==> src/logic/mahc_pkg.sv <==
/*
 Package for the station address, group hash and PHY management registers.
 Assumes a plain register port with word indices as printed offsets.
*/
package mahc_pkg;
   localparam int ADDR_W = 4;
   localparam logic [3:0] OFS_ADDR_UP = 4'h2;
   localparam logic [3:0] OFS_ADDR_LO = 4'h3;
   localparam logic [3:0] OFS_HASH_UP = 4'h4;
   localparam logic [3:0] OFS_HASH_LO = 4'h5;
   localparam logic [3:0] OFS_MGMT_CMD = 4'h6;
   localparam logic [3:0] OFS_MGMT_DATA = 4'h7;
   localparam logic [3:0] OFS_FILT_CTRL = 4'h1;
   localparam logic [15:0] RST_ADDR_UP = 16'hffff;
   localparam logic [31:0] RST_ADDR_LO = 32'h0fffffff;
   localparam logic [31:0] RST_HASH = 32'h00000000;
   localparam int CMD_BUSY = 0;
   localparam int CMD_WRITE = 1;
   localparam int IDX_LSB = 6;
   localparam int IDX_MSB = 10;
   localparam int PA_LSB = 11;
   localparam int PA_MSB = 15;
   localparam int DATA_W = 16;
   localparam int FILT_PASS_ALL = 0;
   localparam logic [2:0] EE_FIRST = 3'h1;
   localparam logic [2:0] EE_LAST = 3'h6;

   typedef struct packed {
      logic [ADDR_W-1:0] addr;
      logic [31:0] wdata;
      logic wr;
      logic rd;
   } mahc_bus_req_t;

   typedef struct packed {
      logic valid;
      logic [2:0] addr;
      logic [7:0] data;
   } mahc_ee_byte_t;

   typedef struct packed {
      logic start;
      logic write;
      logic [4:0] phyAddr;
      logic [4:0] regIdx;
      logic [15:0] wdata;
   } mahc_mdio_req_t;

   typedef enum logic [1:0] {MG_IDLE, MG_WAIT} mahc_mgmt_state_t;
endpackage

==> src/logic/mahc_csr.sv <==
/*
 Control registers of a MAC: station address, group hash table and the
 PHY management command. Assumes the EEPROM loader delivers address bytes
 at power-on and a PHY management engine answers each cycle with done.
*/
// Design decision made here: the address-and-strobe port.
// Function
// - Upper address register holds address bits 47:32 low; top half reserved.
// - Lower address register holds address bits 31:0.
// - EEPROM loads address at power-on only when programmed EEPROM present.
// - EEPROM bytes 1..4 fill lower register LSB first; 5,6 fill upper.
// - Address compared in wire order, lower byte 0 is first received.
// - Software may overwrite address after initialization; new value used.
// - Six-bit hash index: top bit picks register, five bits pick bit.
// - Multicast accepted when selected hash bit is one, else rejected.
// - Pass-all-group control accepts every multicast frame.
// - Hash table is upper:lower 32-bit registers, both reset zero.
// - Command bits 10:6 give the PHY register index.
// - Bit 1 set writes PHY from data register; clear reads into it.
// - Busy stays one for the whole access and clears on completion.
// - Data register invalid during a read until busy clears.
// - Data register carries the 16-bit PHY value in its low bits.
`timescale 1ns/1ps
module mahc_csr
   import mahc_pkg::*;
(
   input wire logic clock,
   input wire logic rst_n,
   input wire mahc_pkg::mahc_bus_req_t busReq,
   output logic [31:0] busRdata,
   input wire logic eeLoadActive,
   input wire logic eeProgrammed,
   input wire mahc_pkg::mahc_ee_byte_t eeByte,
   input wire logic [47:0] rxDestAddr,
   input wire logic [5:0] rxHashIndex,
   input wire logic rxCheck,
   output logic stationMatch,
   output logic groupAccept,
   output mahc_pkg::mahc_mdio_req_t mdioReq,
   input wire logic mdioDone,
   input wire logic [15:0] mdioRdata,
   output logic mgmtBusy
);
   import mahc_pkg::*;

   logic rstSync1_reg, rstSync2_reg;
   logic rstN;
   logic [15:0] addrUp_reg;
   logic [31:0] addrLo_reg;
   logic [31:0] hashUp_reg, hashLo_reg;
   logic [15:0] cmd_reg;
   logic [15:0] data_reg;
   logic passAll_reg;
   logic [31:0] busRdata_reg;
   logic stationMatch_reg, groupAccept_reg;
   logic start_reg;
   mahc_mgmt_state_t mgState_reg;
   logic [63:0] hashTable;
   logic [47:0] stationAddr;
   logic wrUp, wrLo, wrCmd, wrData, cmdAccept;

   always_ff @(posedge clock or negedge rst_n) begin
      if (!rst_n) begin
         rstSync1_reg <= 1'b0;
         rstSync2_reg <= 1'b0;
      end else begin
         rstSync1_reg <= 1'b1;
         rstSync2_reg <= rstSync1_reg;
      end
   end
   assign rstN = rstSync2_reg;

   assign wrUp = busReq.wr && busReq.addr == OFS_ADDR_UP;
   assign wrLo = busReq.wr && busReq.addr == OFS_ADDR_LO;
   assign wrCmd = busReq.wr && busReq.addr == OFS_MGMT_CMD;
   assign wrData = busReq.wr && busReq.addr == OFS_MGMT_DATA;
   assign cmdAccept = wrCmd && !cmd_reg[CMD_BUSY];

   // Station address: EEPROM load has priority while it runs
   always_ff @(posedge clock or negedge rstN) begin
      if (!rstN) begin
         addrUp_reg <= RST_ADDR_UP;
         addrLo_reg <= RST_ADDR_LO;
      end else if (eeLoadActive) begin
         if (eeProgrammed && eeByte.valid) begin
            case (eeByte.addr)
               3'h1: addrLo_reg[7:0] <= eeByte.data;
               3'h2: addrLo_reg[15:8] <= eeByte.data;
               3'h3: addrLo_reg[23:16] <= eeByte.data;
               3'h4: addrLo_reg[31:24] <= eeByte.data;
               3'h5: addrUp_reg[7:0] <= eeByte.data;
               3'h6: addrUp_reg[15:8] <= eeByte.data;
               default: addrUp_reg <= addrUp_reg;
            endcase
         end
      end else begin
         if (wrUp) begin
            addrUp_reg <= busReq.wdata[15:0];
         end
         if (wrLo) begin
            addrLo_reg <= busReq.wdata;
         end
      end
   end

   // Hash table and filter control
   always_ff @(posedge clock or negedge rstN) begin
      if (!rstN) begin
         hashUp_reg <= RST_HASH;
         hashLo_reg <= RST_HASH;
         passAll_reg <= 1'b0;
      end else if (busReq.wr) begin
         if (busReq.addr == OFS_HASH_UP) begin
            hashUp_reg <= busReq.wdata;
         end
         if (busReq.addr == OFS_HASH_LO) begin
            hashLo_reg <= busReq.wdata;
         end
         if (busReq.addr == OFS_FILT_CTRL) begin
            passAll_reg <= busReq.wdata[FILT_PASS_ALL];
         end
      end
   end

   assign hashTable = {hashUp_reg, hashLo_reg};
   // Wire order: first received byte sits in lower register bits 7:0
   assign stationAddr = {addrUp_reg[15:8], addrUp_reg[7:0],
      addrLo_reg[31:24], addrLo_reg[23:16], addrLo_reg[15:8],
      addrLo_reg[7:0]};

   always_ff @(posedge clock or negedge rstN) begin
      if (!rstN) begin
         stationMatch_reg <= 1'b0;
         groupAccept_reg <= 1'b0;
      end else if (rxCheck) begin
         stationMatch_reg <= rxDestAddr == stationAddr;
         groupAccept_reg <= passAll_reg || hashTable[rxHashIndex];
      end
   end
   assign stationMatch = stationMatch_reg;
   assign groupAccept = groupAccept_reg;

   // Management command and sequencing
   always_ff @(posedge clock or negedge rstN) begin
      if (!rstN) begin
         cmd_reg <= 16'h0000;
         start_reg <= 1'b0;
         mgState_reg <= MG_IDLE;
      end else begin
         start_reg <= 1'b0;
         case (mgState_reg)
            MG_IDLE: begin
               if (cmdAccept) begin
                  cmd_reg <= busReq.wdata[15:0] & 16'hffc3;
                  if (busReq.wdata[CMD_BUSY]) begin
                     start_reg <= 1'b1;
                     mgState_reg <= MG_WAIT;
                  end
               end
            end
            MG_WAIT: begin
               if (mdioDone) begin
                  cmd_reg[CMD_BUSY] <= 1'b0;
                  mgState_reg <= MG_IDLE;
               end
            end
            default: mgState_reg <= MG_IDLE;
         endcase
      end
   end
   assign mgmtBusy = cmd_reg[CMD_BUSY];

   always_ff @(posedge clock or negedge rstN) begin
      if (!rstN) begin
         data_reg <= 16'h0000;
      end else if (mgState_reg == MG_WAIT && mdioDone
            && !cmd_reg[CMD_WRITE]) begin
         data_reg <= mdioRdata;
      end else if (wrData && !cmd_reg[CMD_BUSY]) begin
         data_reg <= busReq.wdata[DATA_W-1:0];
      end
   end

   always_comb begin
      mdioReq.start = start_reg;
      mdioReq.write = cmd_reg[CMD_WRITE];
      mdioReq.phyAddr = cmd_reg[PA_MSB:PA_LSB];
      mdioReq.regIdx = cmd_reg[IDX_MSB:IDX_LSB];
      mdioReq.wdata = data_reg;
   end

   always_ff @(posedge clock or negedge rstN) begin
      if (!rstN) begin
         busRdata_reg <= 32'h00000000;
      end else if (busReq.rd) begin
         case (busReq.addr)
            OFS_FILT_CTRL: busRdata_reg <= {31'h0, passAll_reg};
            OFS_ADDR_UP: busRdata_reg <= {16'h0000, addrUp_reg};
            OFS_ADDR_LO: busRdata_reg <= addrLo_reg;
            OFS_HASH_UP: busRdata_reg <= hashUp_reg;
            OFS_HASH_LO: busRdata_reg <= hashLo_reg;
            OFS_MGMT_CMD: busRdata_reg <= {16'h0000, cmd_reg};
            OFS_MGMT_DATA: busRdata_reg <= {16'h0000, data_reg};
            default: busRdata_reg <= 32'h00000000;
         endcase
      end else begin
         busRdata_reg <= 32'h00000000;
      end
   end
   assign busRdata = busRdata_reg;
endmodule

==> config.mk <==
export PLATFORM = sky130hd
export DESIGN_NAME = mahc_csr
export DESIGN_NICKNAME = d
export VERILOG_FILES = /design/src/logic/mahc_pkg.sv /design/src/logic/mahc_csr.sv
export SDC_FILE = /design/constraint.sdc
export NUM_CORES = 1
export LEC_CHECK = 0
export BUFFER_PORTS_ARGS = -buffer_cell sky130_fd_sc_hd__buf_2
export CORE_ASPECT_RATIO = 0.6
export CORE_UTILIZATION = 49
export DETAILED_ROUTE_END_ITERATION = 10
export PLACE_DENSITY = 0.88
export SYNTH_ARGS = -nofsm -noshare
export SYNTH_HDL_FRONTEND = slang
export SYNTH_SLANG_ARGS = --single-unit
==> constraint.sdc <==
create_clock -name clock -period 5.4 [get_ports clock]
set_clock_uncertainty 0.2 [all_clocks]
set_input_delay 0.54 -clock clock [delete_from_list [all_inputs] [get_ports clock]]
set_output_delay 0.54 -clock clock [all_outputs]
set_load 0.02 [all_outputs]
==> qor.yml <==
rsz0062_at_grt: "false"
min_path_type: "in2reg"
finalCritPeriodShare: 0.5466
grtUsageTotal: 0.3182
io_buffers: 188
synth.distinct_cells: 47
antenna-diode-count: 0
grt_pass1_wl_um: 42940
final_cell_area_um2: 10420
dp_slack_ps: 2169
arrival_ps: 3070
cp_top_family: "simple AND/OR/NAND/NOR gates"
fill_cells: 1389
pwr_density_cell_nw_per_um2: 401.6
post_cts_resized: 0
post_drt_via_cell_ratio: 6.227
cp_max_fo: 33
setup_viol_count_final: 0
synth_cells: 755
path_clk_slew_ps: 70
grt_max_degree: 102
synth-edff-count: 0
detail_route.first_pass.iterations: 10
io_pins: 189
stdcell_count: 1174
drc: 0
dieArea_um2: 18120
synth_warnings: 0
clockBufferDepth: 2
place.gp.congestion: 0.9854
cts_buffers: 17
cts_sinks: 179
p_leak_nw: 4.888
num_vias: 7310
worst_slew_pin_slew_ps: 1022
drv_cap: 0
die_x_um: 173.1
grt_overflow: 0
cp.required_ps: 5510
syn_area_per_cell_um2: 11.40
post_dp_cell_area_um2: 9771
drt-initial-drc-count: 1295
slew_headroom: 0.3177
initial_utilization: 0.5012
timing.fmax_mhz: 338.8
dpl.hpwl_um: 20310
crit_path_start_kind: "input port"
ys_seq_area_frac: 0.5267
area_growth_pct: 21.05
root_buffer: "clkbuf_16"
ys_ff_latch: 179
insertion_delay_ps: 440
final_layout_size_suffix_gt1_frac: 0.3936
vdd_drop_max_mv: 0.2133
fin_ws_ps: 2448
syn-num-nets: 881
num_rows: 37
crit_buf_inv: 3
ctsHtreeMaxLevel: 4
routedWlPerCell_um: 23.71
core_area_um2: 17180
critPathKind: "in2reg"
fin_crit_ps: 2952
total_power_mw: 4.185
first_global_vias: 7236
tritoncts: "built"
whs_ps: 131.4
hold_viol: 0
timing.final.max_slew_violations: 0
synth_top_flop_cell: "dfrtp_1"
cp_slowest_cell: "nand2_1"
drtAntennaViolNets: 0
end_kind: "flop"
final_core_util: 0.6067
async_flop_share: 1.000
synth.cell_area_um2: 8608
slowest_delay_ps: 650
antenna_found_initial: 2
wl_um: 27840
final_nets: 1053
setup-tns-final_ps: 0
dp_cells: 1141
status: "completed"
die_h_um: 104.7
path_cells: "buf_2, nor2b_1, nand2_1, nor2_2, buf_4, nand2_1, buf_4, mux2_2"
## area by class of cell
type / count / area, um2 / share of cell area
flip-flops and latches: 179 / 4538 / 0.4355
multi-input cells: 486 / 3750 / 0.3599
repair buffers: 198 / 1031 / 0.09894
clock buffers: 20 / 446.7 / 0.04287
well taps: 234 / 292.8 / 0.02810
clock inverters: 12 / 192.7 / 0.01849
inverters: 45 / 168.9 / 0.01621
## synthesized netlist by cell type, types with 2 or more instances
| cell type | instances | area [um2] |
|---|---|---|
| a31oi_1 | 2 | 12.51 |
| o21ai_0 | 83 | 415.4 |
| nand4_1 | 9 | 56.30 |
| clkbuf_1 | 33 | 123.9 |
| mux2_2 | 78 | 878.3 |
| buf_2 | 9 | 45.04 |
| dfrtp_1 | 135 | 3378 |
| dfstp_2 | 44 | 1156 |
| nor3b_2 | 2 | 25.02 |
| nand2b_1 | 4 | 25.02 |
| mux4_1 | 4 | 105.1 |
| nor2b_1 | 4 | 25.02 |
| mux2i_1 | 23 | 230.2 |
| a222oi_1 | 44 | 440.4 |
| a22oi_1 | 4 | 30.03 |
| xnor2_1 | 32 | 280.3 |
| xor2_1 | 10 | 87.58 |
| nand3_1 | 5 | 25.02 |
| o22ai_1 | 4 | 25.02 |
| nor4_1 | 5 | 31.28 |
| inv_1 | 45 | 168.9 |
| mux4_2 | 12 | 270.3 |
| nand2_1 | 68 | 255.2 |
| nor2_1 | 38 | 142.6 |
| mux2_1 | 2 | 22.52 |
| a32o_1 | 2 | 20.02 |
| nand3b_1 | 2 | 15.01 |
| a21oi_1 | 33 | 165.2 |
## logic make-up (layout without fill, tap and decap cells)
family	count (synthesis)	count (layout)	synth area share
flip-flops	179	179	0.5267
XOR/XNOR	42	42	0.04273
multiplexers	119	119	0.1750
other	1	1	0.0004356
AND/OR/NAND/NOR	143	143	0.07500
buffers and inverters	90	275	0.04186
AO/OA/AOI/OAI	181	181	0.1382
## final timing paths
| path | to | cells after the start | start | slack [ps] |
|---|---|---|---|---|
| hold reg to reg | rstN | 0 | rstSync1_reg | 150 |
| max in group asynchronous | addrUp_reg[0] | 1 | rstN | 3620 |
| setup / recovery | hashLo_reg[10] | 8 | busReq[36] | 2450 |
| min in group asynchronous | rstN | 2 | rst_n | 200 |
| setup reg to reg | groupAccept | 4 | hashUp_reg[9] | 3230 |
| hold / removal | mgState_reg[0] | 2 | mdioDone | 130 |
## repair_timing
item,in CTS,in global routing
hold buffers,1,0
endpoints found under the hold margin,2,0
setup endpoints to repair,0,0
buffers inserted,0,0
## worst register-to-register path, cell delays in order, from the launching register on
cell and delay (ps):
dfrtp_1 410, mux4_1 630, mux4_2 530, o2111ai_2 170, a31oi_1 90
## power by group
part / internal, mW / total [mW] / leakage, nW / switching (mW)
Combinational: 0.396 / 0.873 / 2.41 / 0.477
Clock: 0.800 / 1.36 / 0.306 / 0.557
Sequential: 1.68 / 1.96 / 2.17 / 0.280
Total: 2.87 / 4.18 / 4.89 / 1.31
## placed cells by master, fill, tap and decap left out, types with 5 or more instances in the layout
cell type	instances
buf_2	188
dfrtp_1	134
o21ai_0	83
mux2_2	78
nand2_1	68
inv_1	45
a222oi_1	44
dfstp_2	44
nor2_1	37
a21oi_1	33
xnor2_1	32
mux2i_1	23
clkbuf_16	17
mux4_2	12
xor2_1	10
nand4_1	9
buf_4	8
nand3_1	5
nor4_1	5
## layer usage
layer  GRT usage  wire length, um  up-vias  share of wire
li1            -                -     3104              -
met2      0.4579            11870      503           0.43
met5           0               27        -        0.00097
met4     0.07649              442        4          0.016
met3      0.1186             3776       49           0.14
met1      0.4534            11720     3650           0.42
Power figures use the tool's default switching activity.
